===== src/pkg/sbch_regs.svh =====
// Constants of the serial boot host controller
`ifndef SBCH_REGS_SVH
`define SBCH_REGS_SVH
`define SBCH_CLK_HZ 40000000
`define SBCH_ECHO_TIMEOUT_S 5
`define SBCH_ECHO_TIMEOUT_CYC (`SBCH_ECHO_TIMEOUT_S * `SBCH_CLK_HZ)
`define SBCH_SYNC_IDLE_MS 5
`define SBCH_SYNC_IDLE_CYC (`SBCH_SYNC_IDLE_MS * `SBCH_CLK_HZ / 1000)
`define SBCH_UART_BIT_CYC 347
`define SBCH_SYNC_HALF_CYC 20
`define SBCH_SYNC_GAP_CYC 400
`define SBCH_SLOW_FACTOR 16
`define SBCH_MODE_UART 8'h86
`define SBCH_MODE_SYNC 8'h30
`define SBCH_CMD_RAM 8'h10
`define SBCH_CMD_ERASE 8'h40
`define SBCH_ERASE_ENABLE 8'h54
`define SBCH_ERASE_DONE 8'h4F
`define SBCH_ERASE_FAIL 8'h4C
`define SBCH_NIB_RXERR 4'h8
`define SBCH_NIB_NAK 4'h1
`define SBCH_RAM_FIRST 32'h2000_0400
`define SBCH_RAM_LAST 32'h2000_0FFF
`define SBCH_PW_LAST 4'hB
`define SBCH_HDR_LAST 4'h5
`define SBCH_DUMMY 8'hFF
`endif


===== src/pkg/sbch_pkg.sv =====
// Types of the serial boot host controller
package sbch_pkg;
  typedef enum logic [3:0] {RES_OK, RES_RANGE, RES_TIMEOUT, RES_BAD_ECHO, RES_LINK_ERR,
    RES_ACK_RXERR, RES_ACK_NAK, RES_ACK_BAD, RES_ERASE_FAIL} sbch_status_e;
  typedef enum logic {OP_RAM, OP_ERASE} sbch_op_e;
  typedef enum {S_IDLE, S_MODE1, S_WAITIDLE, S_MODE2, S_CMD, S_CMDACK, S_PW, S_PWCK,
    S_PWACK, S_HDR, S_HDRCK, S_HDRACK, S_DATA, S_DATACK, S_DATAACK, S_ENABLE, S_ENACK,
    S_ERSRES} sbch_state_e;
  typedef enum {LK_IDLE, LK_GAP, LK_HUNT, LK_BITS} sbch_link_e;
endpackage


===== src/design/sbch_cksum.sv =====
// Running two's-complement checksum of the bytes sent in one section
`timescale 1ns/1ps
module sbch_cksum (
  input wire logic clk,
  input wire logic reset,
  input wire logic clear,
  input wire logic addEn,
  input wire logic [7:0] dataIn,
  output logic [7:0] checksum
);
  // Keeping the negated sum leaves the byte to send ready with no adder behind the port
  always_ff @(posedge clk)
  begin
    if (reset || clear)
      checksum <= 8'h00;
    else if (addEn)
      checksum <= checksum - dataIn; // [RULE22]
  end
endmodule


===== src/design/sbch_host.sv =====
// Host controller that runs RAM-transfer and chip-erase sessions on the serial boot link
`timescale 1ns/1ps
`include "sbch_regs.svh"
// Overview of operation
// RULE1 - Start address sent as four bytes, MSB first
// RULE2 - Byte count sent upper byte, then lower byte
// RULE3 - Whole payload must fit in usable RAM
// RULE4 - Checksum byte follows address and count bytes
// RULE5 - Header answer: receive error, checksum error, normal
// RULE6 - Send exactly the declared number of payload bytes
// RULE7 - Payload checksum byte follows the last payload byte
// RULE8 - Payload answer: receive error, checksum error, normal
// RULE9 - Target jumps to start address after normal answer
// RULE10 - UART session opens with 0x86
// RULE11 - Sync mode sends 0x30 twice at sixteenth rate
// RULE12 - UART echo missing within five seconds means failure
// RULE13 - Sync: idle gap, slow clock, expect 0x30 back
// RULE14 - Target enables receiver before loading its answer
// RULE15 - Command receive error answers X8 in UART
// RULE16 - Known command echoed, unknown answers X1
// RULE17 - Erase password compared in order when required
// RULE18 - Erase password answer 0x48, 0x41 or 0x40
// RULE19 - Erase enable 0x54 echoed, else 0x58 or X1
// RULE20 - Erase ends with 0x4F success or 0x4C failure
// RULE21 - Erased flash uses 0xFF bytes as password
// RULE22 - Checksum is negated 8-bit sum of bytes
// RULE23 - Password needed unless requirement byte is 0xFF
// RULE24 - Target restarts at command byte after errors
module sbch_host #(
  parameter int TIMEOUT_CYCLES = `SBCH_ECHO_TIMEOUT_CYC,
  parameter int IDLE_CYCLES = `SBCH_SYNC_IDLE_CYC,
  parameter int UART_BIT_CYCLES = `SBCH_UART_BIT_CYC,
  parameter int SYNC_HALF_CYCLES = `SBCH_SYNC_HALF_CYC,
  parameter int SYNC_GAP_CYCLES = `SBCH_SYNC_GAP_CYC,
  parameter logic [31:0] RAM_LAST = `SBCH_RAM_LAST
)(
  input wire logic clk,
  input wire logic reset,
  input wire logic startValid,
  output logic startReady,
  input wire sbch_pkg::sbch_op_e startOp,
  input wire logic serialChannelSyncOrAsync,
  input wire logic [31:0] ramAddress,
  input wire logic [15:0] byteCount,
  input wire logic [95:0] password,
  input wire logic payloadValid,
  input wire logic [7:0] payloadData,
  output logic payloadReady,
  output logic doneValid,
  output sbch_pkg::sbch_status_e doneStatus,
  output logic [7:0] lastAck,
  output logic bootSerialChannelTx,
  input wire logic bootSerialChannelRx,
  output logic syncShiftClockIn
);
  import sbch_pkg::*;
  sbch_state_e state, prevState;
  sbch_op_e opLatched;
  sbch_status_e rxRes, finStatus;
  logic syncLatched, pending, linkReqValid, linkReqReady, linkReqSend, linkSlow, hs;
  logic linkRespValid, linkRespError, timeout, finish, rangeOk, rxPoll, ckClear, ckAdd;
  logic [7:0] txByte, linkRespByte, cmdByte, checksum, expHdrCk;
  logic [31:0] addrLatched;
  logic [15:0] countLatched, remain, payCnt;
  logic [32:0] lastByteAddr;
  logic [95:0] pwShift;
  logic [47:0] hdrShift;
  logic [3:0] idx;
  logic [27:0] cnt;

  function automatic logic isAnswer(input sbch_state_e s);
    return s inside {S_MODE2, S_CMDACK, S_PWACK, S_HDRACK, S_DATAACK, S_ENACK, S_ERSRES};
  endfunction

  function automatic sbch_status_e ackCheck(input logic [7:0] ack, input logic [7:0] okVal);
    if (ack == okVal)
      return RES_OK;
    if (ack[3:0] == `SBCH_NIB_RXERR)
      return RES_ACK_RXERR;
    if (ack[3:0] == `SBCH_NIB_NAK)
      return RES_ACK_NAK;
    return RES_ACK_BAD;
  endfunction

  // Refuse a RAM session whose payload would leave usable RAM
  assign lastByteAddr = {1'b0, ramAddress} + {17'h00000, byteCount} - 33'h000000001;
  assign rangeOk = startOp == OP_ERASE || (ramAddress >= `SBCH_RAM_FIRST
    && (byteCount == 16'h0000 || lastByteAddr <= {1'b0, RAM_LAST})); // [RULE3]

  assign startReady = state == S_IDLE;
  assign cmdByte = opLatched == OP_RAM ? `SBCH_CMD_RAM : `SBCH_CMD_ERASE;
  assign linkSlow = syncLatched && (state == S_MODE1 || state == S_MODE2); // [RULE11]
  assign linkReqSend = !isAnswer(state) || (state == S_MODE2 && syncLatched);
  assign linkReqValid = !pending && state != S_IDLE && state != S_WAITIDLE
    && (state != S_DATA || payloadValid);
  assign hs = linkReqValid && linkReqReady;
  assign payloadReady = state == S_DATA && !pending && linkReqReady; // [RULE6]
  // One counter serves every answer wait; erase can be slow, so the limit is a parameter
  assign timeout = isAnswer(state) && pending && cnt == 28'(TIMEOUT_CYCLES - 1); // [RULE12]
  // In sync mode the erase result is polled until a final code shows up
  assign rxPoll = state == S_ERSRES && syncLatched && !linkRespError
    && linkRespByte != `SBCH_ERASE_DONE && linkRespByte != `SBCH_ERASE_FAIL;
  assign ckClear = linkRespValid && state inside {S_CMDACK, S_PWACK, S_HDRACK};
  assign ckAdd = hs && state inside {S_PW, S_HDR, S_DATA};

  always_comb
  begin
    case (state)
      S_MODE1, S_MODE2:
        txByte = syncLatched ? `SBCH_MODE_SYNC : `SBCH_MODE_UART; // [RULE10] [RULE11]
      S_CMD:
        txByte = cmdByte;
      S_PW:
        txByte = pwShift[95:88];
      S_HDR:
        txByte = hdrShift[47:40]; // [RULE1] [RULE2]
      S_PWCK, S_HDRCK, S_DATACK:
        txByte = checksum; // [RULE4] [RULE7]
      S_DATA:
        txByte = payloadData;
      S_ENABLE:
        txByte = `SBCH_ERASE_ENABLE; // [RULE19]
      default:
        txByte = `SBCH_DUMMY;
    endcase
  end

  always_comb
  begin
    if (linkRespError)
      rxRes = RES_LINK_ERR;
    else
      case (state)
        S_MODE2:
          rxRes = linkRespByte == (syncLatched ? `SBCH_MODE_SYNC : `SBCH_MODE_UART)
            ? RES_OK : RES_BAD_ECHO; // [RULE12] [RULE13]
        S_CMDACK, S_PWACK, S_HDRACK, S_DATAACK:
          rxRes = ackCheck(linkRespByte, cmdByte); // [RULE5] [RULE8]
        S_ENACK:
          rxRes = ackCheck(linkRespByte, `SBCH_ERASE_ENABLE); // [RULE19]
        S_ERSRES:
          rxRes = linkRespByte == `SBCH_ERASE_DONE ? RES_OK
            : linkRespByte == `SBCH_ERASE_FAIL ? RES_ERASE_FAIL : RES_ACK_BAD;
        default:
          rxRes = RES_OK;
      endcase
  end

  // Any error answer ends the session, as the target drops back to the command byte
  assign finish = (startValid && startReady && !rangeOk) || timeout
    || (linkRespValid && isAnswer(state) && !rxPoll
    && (rxRes != RES_OK || state == S_DATAACK || state == S_ERSRES)); // [RULE5] [RULE8]
  assign finStatus = startReady ? RES_RANGE : timeout ? RES_TIMEOUT : rxRes;

  always_ff @(posedge clk)
  begin
    if (reset || finish)
    begin
      state <= S_IDLE;
      pending <= 1'b0;
    end
    else
    begin
      if (hs)
        pending <= 1'b1;
      else if (linkRespValid)
        pending <= 1'b0;
      case (state)
        S_IDLE:
          if (startValid)
            state <= S_MODE1;
        S_MODE1:
          if (linkRespValid)
            state <= syncLatched ? S_WAITIDLE : S_MODE2; // [RULE10] [RULE11]
        S_WAITIDLE:
          if (cnt == 28'(IDLE_CYCLES - 1))
            state <= S_MODE2; // [RULE13]
        S_MODE2:
          if (linkRespValid)
            state <= S_CMD;
        S_CMD:
          if (linkRespValid)
            state <= S_CMDACK;
        S_CMDACK:
          if (linkRespValid)
            state <= S_PW;
        S_PW:
          if (linkRespValid && idx == `SBCH_PW_LAST)
            state <= S_PWCK;
        S_PWCK:
          if (linkRespValid)
            state <= S_PWACK;
        S_PWACK:
          if (linkRespValid)
            state <= opLatched == OP_RAM ? S_HDR : S_ENABLE;
        S_HDR:
          if (linkRespValid && idx == `SBCH_HDR_LAST)
            state <= S_HDRCK; // [RULE4]
        S_HDRCK:
          if (linkRespValid)
            state <= S_HDRACK;
        S_HDRACK:
          if (linkRespValid)
            state <= countLatched == 16'h0000 ? S_DATACK : S_DATA;
        S_DATA:
          if (linkRespValid && remain == 16'h0001)
            state <= S_DATACK; // [RULE6] [RULE7]
        S_DATACK:
          if (linkRespValid)
            state <= S_DATAACK;
        S_ENABLE:
          if (linkRespValid)
            state <= S_ENACK;
        S_ENACK:
          if (linkRespValid)
            state <= S_ERSRES;
        default:
          state <= state;
      endcase
    end
  end

  always_ff @(posedge clk)
  begin
    if (reset)
    begin
      opLatched <= OP_RAM;
      syncLatched <= 1'b0;
      addrLatched <= 32'h00000000;
      countLatched <= 16'h0000;
    end
    else if (startValid && startReady)
    begin
      opLatched <= startOp;
      syncLatched <= serialChannelSyncOrAsync;
      addrLatched <= ramAddress;
      countLatched <= byteCount;
    end
  end

  always_ff @(posedge clk)
  begin
    if (reset)
    begin
      pwShift <= 96'h0;
      hdrShift <= 48'h0;
      idx <= 4'h0;
      remain <= 16'h0000;
    end
    else if (startValid && startReady)
    begin
      pwShift <= password;
      hdrShift <= {ramAddress, byteCount}; // [RULE1] [RULE2]
      idx <= 4'h0;
    end
    else if (linkRespValid)
      case (state)
        S_PW:
        begin
          pwShift <= {pwShift[87:0], 8'h00};
          idx <= idx == `SBCH_PW_LAST ? 4'h0 : idx + 4'h1;
        end
        S_HDR:
        begin
          hdrShift <= {hdrShift[39:0], 8'h00};
          idx <= idx + 4'h1;
        end
        S_HDRACK:
          remain <= countLatched; // [RULE6]
        S_DATA:
          remain <= remain - 16'h0001;
        default:
          idx <= idx;
      endcase
  end

  always_ff @(posedge clk)
  begin
    if (reset)
    begin
      prevState <= S_IDLE;
      cnt <= 28'h0000000;
    end
    else
    begin
      prevState <= state;
      if (state != prevState)
        cnt <= 28'h0000000;
      else if (state == S_WAITIDLE || (isAnswer(state) && pending))
        cnt <= cnt + 28'h0000001;
    end
  end

  always_ff @(posedge clk)
  begin
    if (reset)
    begin
      doneValid <= 1'b0;
      doneStatus <= RES_OK;
      lastAck <= 8'h00;
    end
    else
    begin
      doneValid <= finish;
      if (finish)
        doneStatus <= finStatus;
      if (linkRespValid)
        lastAck <= linkRespByte;
    end
  end

  sbch_cksum u_cksum (
    .clk(clk),
    .reset(reset),
    .clear(ckClear),
    .addEn(ckAdd),
    .dataIn(txByte),
    .checksum(checksum)
  );

  sbch_link #(
    .UART_BIT_CYCLES(UART_BIT_CYCLES),
    .SYNC_HALF_CYCLES(SYNC_HALF_CYCLES),
    .SYNC_GAP_CYCLES(SYNC_GAP_CYCLES)
  ) u_link (
    .clk(clk),
    .reset(reset),
    .syncMode(syncLatched),
    .slowRate(linkSlow),
    .abort(timeout),
    .reqValid(linkReqValid),
    .reqReady(linkReqReady),
    .reqSend(linkReqSend),
    .reqByte(txByte),
    .respValid(linkRespValid),
    .respByte(linkRespByte),
    .respError(linkRespError),
    .serialTx(bootSerialChannelTx),
    .serialRx(bootSerialChannelRx),
    .shiftClock(syncShiftClockIn)
  );

  // Helper count of payload bytes handed to the link
  always_ff @(posedge clk)
  begin
    if (reset || (startValid && startReady))
      payCnt <= 16'h0000;
    else if (payloadValid && payloadReady)
      payCnt <= payCnt + 16'h0001;
  end

  assign expHdrCk = 8'h00 - (addrLatched[31:24] + addrLatched[23:16] + addrLatched[15:8]
    + addrLatched[7:0] + countLatched[15:8] + countLatched[7:0]);

  a_addr_msb_first: assert property (@(posedge clk) disable iff (reset) // [RULE1]
    hs && state == S_HDR && idx == 4'h0 |-> txByte == addrLatched[31:24])
    else $error("address high byte not sent first");
  a_count_order: assert property (@(posedge clk) disable iff (reset) // [RULE2]
    hs && state == S_HDR && idx >= 4'h4 |->
    txByte == (idx == 4'h4 ? countLatched[15:8] : countLatched[7:0]))
    else $error("byte count halves out of order");
  a_range_guard: assert property (@(posedge clk) disable iff (reset) // [RULE3]
    state == S_MODE1 && $past(state) == S_IDLE && opLatched == OP_RAM
    |-> addrLatched >= `SBCH_RAM_FIRST)
    else $error("RAM session started below usable RAM");
  a_hdr_checksum: assert property (@(posedge clk) disable iff (reset) // [RULE4]
    hs && state == S_HDRCK |-> txByte == expHdrCk)
    else $error("header checksum byte wrong");
  a_payload_count: assert property (@(posedge clk) disable iff (reset) // [RULE6]
    hs && state == S_DATACK |-> payCnt == countLatched)
    else $error("payload byte count differs from declared count");
  a_data_then_ck: assert property (@(posedge clk) disable iff (reset) // [RULE7]
    linkRespValid && state == S_DATA && remain == 16'h0001 |=> state == S_DATACK)
    else $error("payload checksum does not follow last byte");
  a_uart_open: assert property (@(posedge clk) disable iff (reset) // [RULE10]
    hs && state == S_MODE1 && !syncLatched |-> txByte == `SBCH_MODE_UART && !linkSlow)
    else $error("UART session not opened with mode byte");
  a_sync_slow: assert property (@(posedge clk) disable iff (reset) // [RULE11]
    hs && syncLatched && (state == S_MODE1 || state == S_MODE2)
    |-> linkSlow && txByte == `SBCH_MODE_SYNC)
    else $error("sync opening bytes not slow 0x30");
  a_echo_timeout: assert property (@(posedge clk) disable iff (reset) // [RULE12]
    state == S_MODE2 && pending && cnt == 28'(TIMEOUT_CYCLES - 1)
    |=> state == S_IDLE && doneValid && doneStatus == RES_TIMEOUT)
    else $error("missing echo not reported as timeout");
  a_sync_idle: assert property (@(posedge clk) disable iff (reset) // [RULE13]
    state == S_MODE2 && $past(state) == S_WAITIDLE |-> $past(cnt) == 28'(IDLE_CYCLES - 1))
    else $error("sync idle gap length wrong");
  a_enable_byte: assert property (@(posedge clk) disable iff (reset) // [RULE19]
    hs && state == S_ENABLE |-> txByte == `SBCH_ERASE_ENABLE ##1 pending)
    else $error("erase enable byte wrong");
endmodule


===== src/design/sbch_link.sv =====
// Byte engine of the boot link: UART frames or host-clocked synchronous shifts
`timescale 1ns/1ps
`include "sbch_regs.svh"
module sbch_link #(
  parameter int UART_BIT_CYCLES = `SBCH_UART_BIT_CYC,
  parameter int SYNC_HALF_CYCLES = `SBCH_SYNC_HALF_CYC,
  parameter int SYNC_GAP_CYCLES = `SBCH_SYNC_GAP_CYC
)(
  input wire logic clk,
  input wire logic reset,
  input wire logic syncMode,
  input wire logic slowRate,
  input wire logic abort,
  input wire logic reqValid,
  output logic reqReady,
  input wire logic reqSend,
  input wire logic [7:0] reqByte,
  output logic respValid,
  output logic [7:0] respByte,
  output logic respError,
  output logic serialTx,
  input wire logic serialRx,
  output logic shiftClock
);
  import sbch_pkg::*;
  sbch_link_e st;
  logic rxMeta, rxLine, sending, clkLevel, txLevel;
  logic [15:0] timer, halfLoad, bitLoad;
  logic [3:0] bitCnt;
  logic [9:0] shiftOut;
  logic [7:0] shiftIn;

  assign halfLoad = slowRate ? 16'(SYNC_HALF_CYCLES * `SBCH_SLOW_FACTOR - 1)
                             : 16'(SYNC_HALF_CYCLES - 1);
  assign bitLoad = 16'(UART_BIT_CYCLES - 1);
  assign reqReady = st == LK_IDLE;
  assign serialTx = txLevel;
  assign shiftClock = clkLevel;

  always_ff @(posedge clk)
  begin
    if (reset)
    begin
      rxMeta <= 1'b1;
      rxLine <= 1'b1;
    end
    else
    begin
      rxMeta <= serialRx;
      rxLine <= rxMeta;
    end
  end

  // Sync mode: data changes with the falling clock, the far end samples on the rising one
  always_ff @(posedge clk)
  begin
    if (reset || abort)
    begin
      st <= LK_IDLE;
      timer <= 16'h0000;
      bitCnt <= 4'h0;
      shiftOut <= 10'h3FF;
      shiftIn <= 8'h00;
      sending <= 1'b0;
      txLevel <= 1'b1;
      clkLevel <= 1'b1;
      respValid <= 1'b0;
      respByte <= 8'h00;
      respError <= 1'b0;
    end
    else
    begin
      respValid <= 1'b0;
      case (st)
        LK_IDLE:
          if (reqValid)
          begin
            sending <= reqSend;
            bitCnt <= 4'h0;
            respError <= 1'b0;
            if (syncMode)
            begin
              shiftOut <= {2'b11, reqSend ? reqByte : `SBCH_DUMMY};
              timer <= reqSend ? halfLoad : 16'(SYNC_GAP_CYCLES - 1);
              clkLevel <= !reqSend;
              txLevel <= reqSend ? reqByte[0] : 1'b1;
              st <= reqSend ? LK_BITS : LK_GAP;
            end
            else
            begin
              shiftOut <= {1'b1, reqByte, 1'b0};
              txLevel <= !reqSend;
              timer <= bitLoad;
              st <= reqSend ? LK_BITS : LK_HUNT;
            end
          end
        LK_GAP:
          if (timer != 16'h0000)
            timer <= timer - 16'h0001;
          else
          begin
            clkLevel <= 1'b0;
            timer <= halfLoad;
            st <= LK_BITS;
          end
        LK_HUNT:
          if (!rxLine)
          begin
            timer <= 16'(UART_BIT_CYCLES / 2);
            st <= LK_BITS;
          end
        LK_BITS:
          if (timer != 16'h0000)
            timer <= timer - 16'h0001;
          else if (syncMode && !clkLevel)
          begin
            clkLevel <= 1'b1;
            shiftIn <= {rxLine, shiftIn[7:1]};
            timer <= halfLoad;
          end
          else if (syncMode ? bitCnt == 4'h7 : bitCnt == 4'h9)
          begin
            respValid <= 1'b1;
            respByte <= shiftIn;
            respError <= !syncMode && !sending && !rxLine;
            txLevel <= 1'b1;
            st <= LK_IDLE;
          end
          else if (!syncMode && !sending && bitCnt == 4'h0 && rxLine)
            st <= LK_HUNT;
          else
          begin
            bitCnt <= bitCnt + 4'h1;
            shiftOut <= {1'b1, shiftOut[9:1]};
            timer <= syncMode ? halfLoad : bitLoad;
            if (syncMode || sending)
              txLevel <= shiftOut[1];
            if (syncMode)
              clkLevel <= 1'b0;
            else if (!sending && bitCnt != 4'h0)
              shiftIn <= {rxLine, shiftIn[7:1]};
          end
        default:
          st <= LK_IDLE;
      endcase
    end
  end
endmodule


===== config.mk =====
export PLATFORM = sky130hd
export DESIGN_NAME = sbch_host
export DESIGN_NICKNAME = d
export VERILOG_FILES = /design/src/pkg/sbch_pkg.sv /design/src/design/sbch_cksum.sv /design/src/design/sbch_host.sv /design/src/design/sbch_link.sv
export VERILOG_INCLUDE_DIRS = /design/src /design/src/pkg
export SDC_FILE = /design/constraint.sdc
export NUM_CORES = 1
export LEC_CHECK = 0
export CELL_PAD_IN_SITES_DETAIL_PLACEMENT = 1
export CELL_PAD_IN_SITES_GLOBAL_PLACEMENT = 2
export CORE_ASPECT_RATIO = 0.7
export CORE_MARGIN = 3
export CORE_UTILIZATION = 28
export DETAILED_ROUTE_END_ITERATION = 16
export DONT_BUFFER_PORTS = 1
export HOLD_SLACK_MARGIN = 0.08
export PLACE_DENSITY = 0.64
export SLEW_MARGIN = 20
export SYNTH_ARGS = -nofsm -noshare
export SYNTH_HDL_FRONTEND = slang
export SYNTH_SLANG_ARGS = --single-unit

===== constraint.sdc =====
create_clock -name clk -period 5.1 [get_ports clk]
set_input_delay 0.51 -clock clk [delete_from_list [all_inputs] [get_ports clk]]
set_output_delay 0.51 -clock clk [all_outputs]
set_load 0.01 [all_outputs]

==> reports/metrics.cfg, run 1 <==
[cts]
cts_post_setup_buffers_inserted = 0
max_root_sink_buffers = 3
clkSinkCount = 295
cts-hold-fix-buffers = 8
cts_tree = built
cts-buffers-inserted = 35
cts.clk_slew.worst_paths_ps = 60
cts-resized-gates = 0
clk-insertion-delay-late_ps = 560
cts_htree_levels = 2
cts.root.buffer_cell = sky130_fd_sc_hd__clkbuf_16

[worst_setup_path]
critical-path-top-cell-by-count = sky130_fd_sc_hd__o21ai_0
worst-path-max-fanout = 11
critical-path-slowest-cell = sky130_fd_sc_hd__a2111oi_0
path_class = flip-flop to flip-flop
crit_arrival_ps = 4590
critPathMaxStageDelay_ps = 860
worst_setup_path_end_kind = flip-flop
cell_chain_critical_path = inv_1 -> nor2_1 -> and3_1 -> a22o_1 -> a2111oi_0 -> ha_1 -> o21ai_0 -> a21boi_0 -> o21ai_0 -> a21boi_0 -> o21ai_0 -> a21oi_1 -> nand3b_1 -> xor2_1 -> nor2_1
setup.worst_path.start_class = flip-flop
path_buf_inv = 1
worst-endpoint-required_ps = 5500
path_delay_family = compound AO/OA/AOI/OAI gates

[route]
route.vias.total = 14900
detail_route.drc_violations = 0
drt-total-wl_um = 57200
routed_wire_length_per_instance_um = 20.6
ant_nets = 0
dr.pass1.iters = 5
drtIter0Drc = 812
routed_via_density = 5.37

[synth]
post_synth.cell_area_avg_um2 = 7.83
postSynthNetCount = 2305
synth_top_area_share_pct = 36.5
ys_seq_area_share_pct = 36.5
ys_warn_count = 0
synth_seq_cells = 295
synth_top_cells_by_area = sky130_fd_sc_hd__dfxtp_1, sky130_fd_sc_hd__a21oi_1, sky130_fd_sc_hd__nand2_1
yosysTopAreaCell = sky130_fd_sc_hd__dfxtp_1
postSynth.asyncResetShare_pct = 0
dominantRegCellSynth = sky130_fd_sc_hd__dfxtp_1
synth_area_um2 = 16200
yosys.cell_types.count = 89
synth_enable_flop_cells = 0
synthCells = 2065

[die]
dieArea_um2 = 60700
start_util_pct = 28.8
std_cell_rows = 72
io_pins = 176
die_h_um = 207
core_area_um2 = 56100
dieWidth_um = 293

[finish]
final_net_count = 2243
instances_no_fill = 2771
post-route-cell-area_um2 = 18100
flow.area_growth_from_synthesis_pct = 12.1
post-route-util_pct = 32.3
post_route_cells_drive_above_1_share_pct = 5.82

[global_routing]
grt_first_pass_wirelength_um = 89100
first_global_vias = 15000
groute.usage.overall_pct = 18.6
grt_start_max_net_pins = 198
grt_antenna_before_repair = 6
grt_overflow_total = 0

[place]
placed_cells_incl_taps = 2698
dp_hpwl_um = 41700
globalplace.congestion = 0.859
place_area_um2 = 16800
io_buffer_count = 0

[hold_path]
min-delay-path-class = input pin to flip-flop

[pwr]
static-leakage-power_nw = 6.60
ir_drop_uv = 223
power-per-cell-area_nw_per_um2 = 433

[timing]
finClkSkew_ps = 19.0
post-route-min-period_ps = 4190
maxSlewViolCount = 0
worstMarginPinSlew_ps = 1370
final.setup.tns_ps = 0
setup-violations-final = 0
headroom_to_the_max_slew_limit_pct = 8.62
rsz0062_at_grt = false
tcrit_tclk_final_pct = 82.2
hold_slack_ps = 128
final-hold-violation-count = 0
fmaxAchievable_mhz = 239

[status]
run_status = completed

[flow_run]
max_cap_viol_count = 0

[cells by family (layout without fill, tap and decap cells)]
group | Yosys count | in the layout | share of synthesized area, %
adder cells (fa/ha/maj) | 81 | 81 | 6.36
buffers and inverters | 249 | 211 | 6.01
AND/OR/NAND/NOR | 729 | 729 | 21.0
multiplexers | 48 | 48 | 2.98
flip-flops | 295 | 295 | 36.5
XOR/XNOR | 53 | 53 | 2.87
other | 0 | 4 | 0
AO/OA/AOI/OAI | 610 | 610 | 24.2
[stage by stage]
step | power (mW) | setup WS [ps]
after global placement | 5.08 | 1030
after CTS | 7.96 | 957
after global routing | 8.38 | 423
final | 7.85 | 908
after detailed placement | 5.12 | 978
after floorplan | 4.49 | 1540
[placed cells by master (no fill, tap or decap), types with 8 or more instances in the layout]
master	synthesis	layout
sky130_fd_sc_hd__nand4_1	19	19
sky130_fd_sc_hd__inv_1	121	121
sky130_fd_sc_hd__or3_1	18	18
sky130_fd_sc_hd__nand2_1	295	294
sky130_fd_sc_hd__mux2i_1	47	47
sky130_fd_sc_hd__xor2_1	37	37
sky130_fd_sc_hd__xnor2_1	16	16
sky130_fd_sc_hd__nor4_1	25	24
sky130_fd_sc_hd__ha_1	79	79
sky130_fd_sc_hd__nor3_1	40	40
sky130_fd_sc_hd__o21ai_0	82	81
sky130_fd_sc_hd__a211oi_1	26	26
sky130_fd_sc_hd__nand2b_1	18	18
sky130_fd_sc_hd__a22oi_1	131	131
sky130_fd_sc_hd__o211ai_1	13	13
sky130_fd_sc_hd__a21oi_1	236	236
sky130_fd_sc_hd__buf_4	1	20
sky130_fd_sc_hd__nor2b_1	20	20
sky130_fd_sc_hd__and3_1	9	8
sky130_fd_sc_hd__nand3_1	47	46
sky130_fd_sc_hd__clkbuf_8	0	9
sky130_fd_sc_hd__clkbuf_16	0	35
sky130_fd_sc_hd__nand3b_1	8	8
sky130_fd_sc_hd__nor2_1	177	175
sky130_fd_sc_hd__a31oi_1	17	17
sky130_fd_sc_hd__dfxtp_1	295	295
sky130_fd_sc_hd__o21a_1	8	8
[state kept, by name, summed over array words and instances, names as in the netlist, 16 cells and up]
name and cells:
cnt 28, pwShift 96, countLatched 16, remain 16, u_link.timer 16, hdrShift 48
[power breakdown]
group | switching, mW | internal [mW]
clock | 1.07 | 1.66
sequential | 0.241 | 2.59
combinational | 1.50 | 0.793
[worst paths after layout]
check / from / endpoint / slack (ps) / cells after the start
min reg2reg: u_link.rxMeta / u_link.rxLine / 420 / 1
max reg2reg: state[3] / u_cksum.checksum[7] / 910 / 15
max: state[3] / u_cksum.checksum[7] / 910 / 15
min: byteCount[2] / hdrShift[2] / 130 / 2
[cell type report]
| cell class | instances | area [um2] |
|---|---|---|
| Fill cell | 6659 | 38000 |
| Multi-Input combinational cell | 1521 | 9320 |
| Sequential cell | 295 | 5910 |
| Clock buffer | 50 | 1020 |
| Tap cell | 740 | 926 |
| Inverter | 122 | 458 |
| Timing Repair Buffer | 28 | 248 |
| Clock inverter | 11 | 220 |
| Antenna cell | 4 | 10.0 |
[layer usage]
| layer | up-vias | track usage, % | part of all wire (%) |
|---|---|---|---|
| li1 | 7233 | - | - |
| met1 | 7314 | 27.0 | 51 |
| met2 | 257 | 27.2 | 41 |
| met3 | 71 | 4.79 | 6.1 |
| met4 | 8 | 4.99 | 1.9 |
| met5 | - | 0 | 0.11 |
[cell usage after synthesis, drive strengths merged, types with 41 or more instances]
cell type / number
a22oi: 131
inv: 121
mux2i: 47
clkbuf: 107
nor2: 177
nor3: 41
dfxtp: 295
nand3: 48
a21oi: 237
nand2: 296
o21ai: 89
ha: 79
Power figures use the tool's default switching activity.
==> run 2, diff against run 1 <==
==> constraint.sdc (replaced) <==
create_clock -name clk -period 4.1 [get_ports clk]
set_input_delay 0.41 -clock clk [delete_from_list [all_inputs] [get_ports clk]]
set_output_delay 0.41 -clock clk [all_outputs]
set_load 0.01 [all_outputs]
==> reports/metrics.cfg, run 2 (synthesized netlist as in run 1, its figures left out) <==
[global_routing]
groute.usage.overall_pct = 19.4  ; was 18.6%
grt_overflow_total = 0  ; unchanged
grt_start_max_net_pins = 198  ; unchanged
grt_first_pass_wirelength_um = 93400  ; was 89,100 um
first_global_vias = 15700  ; was 15,000
grt_antenna_before_repair = 5  ; was 6

[cts]
clk-insertion-delay-late_ps = 560  ; about the same
cts_post_setup_buffers_inserted = 0  ; unchanged
cts.root.buffer_cell = sky130_fd_sc_hd__clkbuf_16  ; unchanged
max_root_sink_buffers = 3  ; unchanged
cts-buffers-inserted = 36  ; was 35
cts.clk_slew.worst_paths_ps = 60  ; about the same
cts_tree = built  ; unchanged
cts_htree_levels = 2  ; unchanged
clkSinkCount = 295  ; unchanged

[worst_setup_path]
crit_arrival_ps = 4090  ; was 4590 ps
setup.worst_path.start_class = flip-flop  ; unchanged
critical_path.reg2reg.startpoint = state[0]  ; was state[3]
register_to_register_path_setup_slack_ps = 460  ; was 910 ps
r2r_cells = 17  ; was 15
worst_setup_path_end_kind = flip-flop  ; unchanged
critical_path.reg2reg.endpoint = u_cksum.checksum[7]  ; unchanged
worst-endpoint-required_ps = 4550  ; was 5500 ps
path_class = flip-flop to flip-flop  ; unchanged
worst-path-max-fanout = 20  ; was 11

[pwr]
sw_share_pct = 35.9  ; was 35.8%
net-switching-power_mw = 3.61  ; was 2.81 mW
power.internal_mw = 6.45  ; was 5.04 mW
power_frac_clock_pct = 34.7  ; was 34.8%
power-per-cell-area_nw_per_um2 = 515  ; was 433 nW/um2
power.share.sequential_pct = 35.0  ; was 36.1%
static-leakage-power_nw = 7.25  ; was 6.60 nW
ir_drop_uv = 286  ; was 223 uV
p_comb_share_pct = 30.3  ; was 29.2%

[finish]
flow.area_growth_from_synthesis_pct = 20.9  ; was 12.1%
largest_register_ff_count = 96  ; unchanged
reg.largest.list = pwShift: 96 flops, hdrShift: 48 flops, cnt: 28 flops  ; unchanged
final_net_count = 2385  ; was 2,243
post_route_cells_drive_above_1_share_pct = 6.99  ; was 5.82%
most_used_cells_in_the_layout_excluding_fill_and_tap_cells = sky130_fd_sc_hd__dfxtp_1, sky130_fd_sc_hd__nand2_1, sky130_fd_sc_hd__a21oi_1  ; unchanged
max_flop_register = pwShift  ; unchanged
post-route-util_pct = 34.8  ; was 32.3%
final_common_cell = sky130_fd_sc_hd__dfxtp_1  ; unchanged
instances_no_fill = 2915  ; was 2,771

[route]
dr.pass1.iters = 5  ; unchanged
route.vias.total = 15500  ; was 14,900
routed_wire_length_per_instance_um = 20.4  ; was 20.6 um
drt-total-wl_um = 59500  ; was 57,200 um
drtIter0Drc = 1004  ; was 812
ant_nets = 0  ; unchanged
routed_via_density = 5.33  ; was 5.37
detail_route.drc_violations = 0  ; unchanged

[timing]
rsz0062_at_grt = false  ; unchanged
final.setup.tns_ps = 0  ; unchanged
finClkSkew_ps = 18.7  ; was 19.0 ps
worstMarginPinSlew_ps = 1260  ; was 1370 ps
worst_slack_ps = 456  ; was 908 ps
headroom_to_the_max_slew_limit_pct = 16.2  ; was 8.62%
final-hold-violation-count = 0  ; unchanged
hold_slack_ps = 111  ; was 128 ps
maxSlewViolCount = 0  ; unchanged
post-route-min-period_ps = 3640  ; was 4190 ps
fmaxAchievable_mhz = 274  ; was 239 MHz
setup-violations-final = 0  ; unchanged
tcrit_tclk_final_pct = 88.9  ; was 82.2%

[place]
dp_hpwl_um = 42300  ; was 41,700 um
placed_cells_incl_taps = 2725  ; was 2,698
io_buffer_count = 0  ; unchanged
dp_worst_setup_slack_ps = 279  ; was 978 ps
globalplace.congestion = 0.872  ; was 0.859

[die]
dieWidth_um = 293  ; unchanged
start_util_pct = 28.8  ; unchanged
core_area_um2 = 56100  ; unchanged
io_pins = 176  ; unchanged
std_cell_rows = 72  ; unchanged
die_h_um = 207  ; unchanged
dieArea_um2 = 60700  ; unchanged

[hold_path]
min-delay-path-class = input pin to flip-flop  ; unchanged
min_to = pwShift[26]  ; was hdrShift[2]
hold_start = password[26]  ; was byteCount[2]
worst_hold_path.num_cells = 2  ; unchanged

[flow_run]
max_cap_viol_count = 0  ; unchanged

[status]
run_status = completed  ; unchanged

run 2: cell types whose count changed in the layout (fill, tap and decap cells not counted), moves of 2 or more:
cell,change
sky130_fd_sc_hd__dlygate4sd3_1,+114
sky130_fd_sc_hd__buf_4,+23
sky130_fd_sc_hd__buf_12,+4
sky130_fd_sc_hd__clkinv_2,+4
sky130_fd_sc_hd__clkbuf_1,-2
sky130_fd_sc_hd__diode_2,-2
run 2: repair_timing:
item	CTS	global route
hold buffers	122	0
resized for setup	0	2
hold endpoints to repair	197	0
endpoints found under the setup margin	0	1
run 2: worst max-delay path, stage by stage, from the launching register on:
cell	delay (ps)
sky130_fd_sc_hd__dfxtp_1	420
sky130_fd_sc_hd__buf_12	220
sky130_fd_sc_hd__nor2b_1	140
sky130_fd_sc_hd__and3_1	230
sky130_fd_sc_hd__buf_4	170
sky130_fd_sc_hd__a222oi_1	370
sky130_fd_sc_hd__nand3b_1	220
sky130_fd_sc_hd__ha_1	270
sky130_fd_sc_hd__nor2b_1	110
sky130_fd_sc_hd__o21ai_0	110
sky130_fd_sc_hd__a21boi_0	260
sky130_fd_sc_hd__o21ai_0	140
sky130_fd_sc_hd__a21boi_0	240
sky130_fd_sc_hd__o21ai_0	140
sky130_fd_sc_hd__a21oi_1	150
sky130_fd_sc_hd__nand3b_1	130
sky130_fd_sc_hd__xor2_1	160
sky130_fd_sc_hd__nor2_1	60
run 2: worst max-delay path by stage:
stage                          endpoint  cells after the start          start
finish              u_cksum.checksum[7]                     17       state[0]
global route        u_cksum.checksum[7]                     18       state[2]
CTS                 u_cksum.checksum[7]                     17       state[3]
detailed placement        doneStatus[2]                     16  ramAddress[1]
global placement          doneStatus[2]                     16  ramAddress[1]
floorplan           u_cksum.checksum[7]                     18       state[1]
run 2: final cells by class:
cell class,count,area (um2)
diodes,2,5.00
clock buffers,48,1030
clock inverters,18,255
fillers,6671,36600
inverters,122,458
multi-input cells,1521,9330
flip-flops and latches,295,5910
well taps,740,926
repair buffers,169,1640
run 2: metal layers:
| metal | track usage, % | vias up | part of all wire, % |
|---|---|---|---|
| li1 | - | 7494 | - |
| met1 | 28.4 | 7705 | 51 |
| met2 | 30.1 | 275 | 43 |
| met3 | 3.02 | 60 | 4.2 |
| met4 | 3.76 | 6 | 1.4 |
| met5 | 0 | - | 0.057 |
run 2: power groups by stage:
stage / logic (mW) / clock network (mW) / registers (mW)
after CTS: 3.05 / 3.62 / 3.51
after global placement: 2.87 / 0 / 3.56
after global routing: 3.41 / 3.75 / 3.56
final: 3.05 / 3.49 / 3.52
after detailed placement: 2.89 / 0 / 3.57
after floorplan: 2.14 / 0 / 3.45
run 2: metrics by stage:
step                total power [mW]  area, um2
global route                    10.7      19500
finish                          10.1      19500
detailed placement              6.46      17000
floorplan                       5.59      16200
CTS                             10.2      19500
global placement                6.42      17000
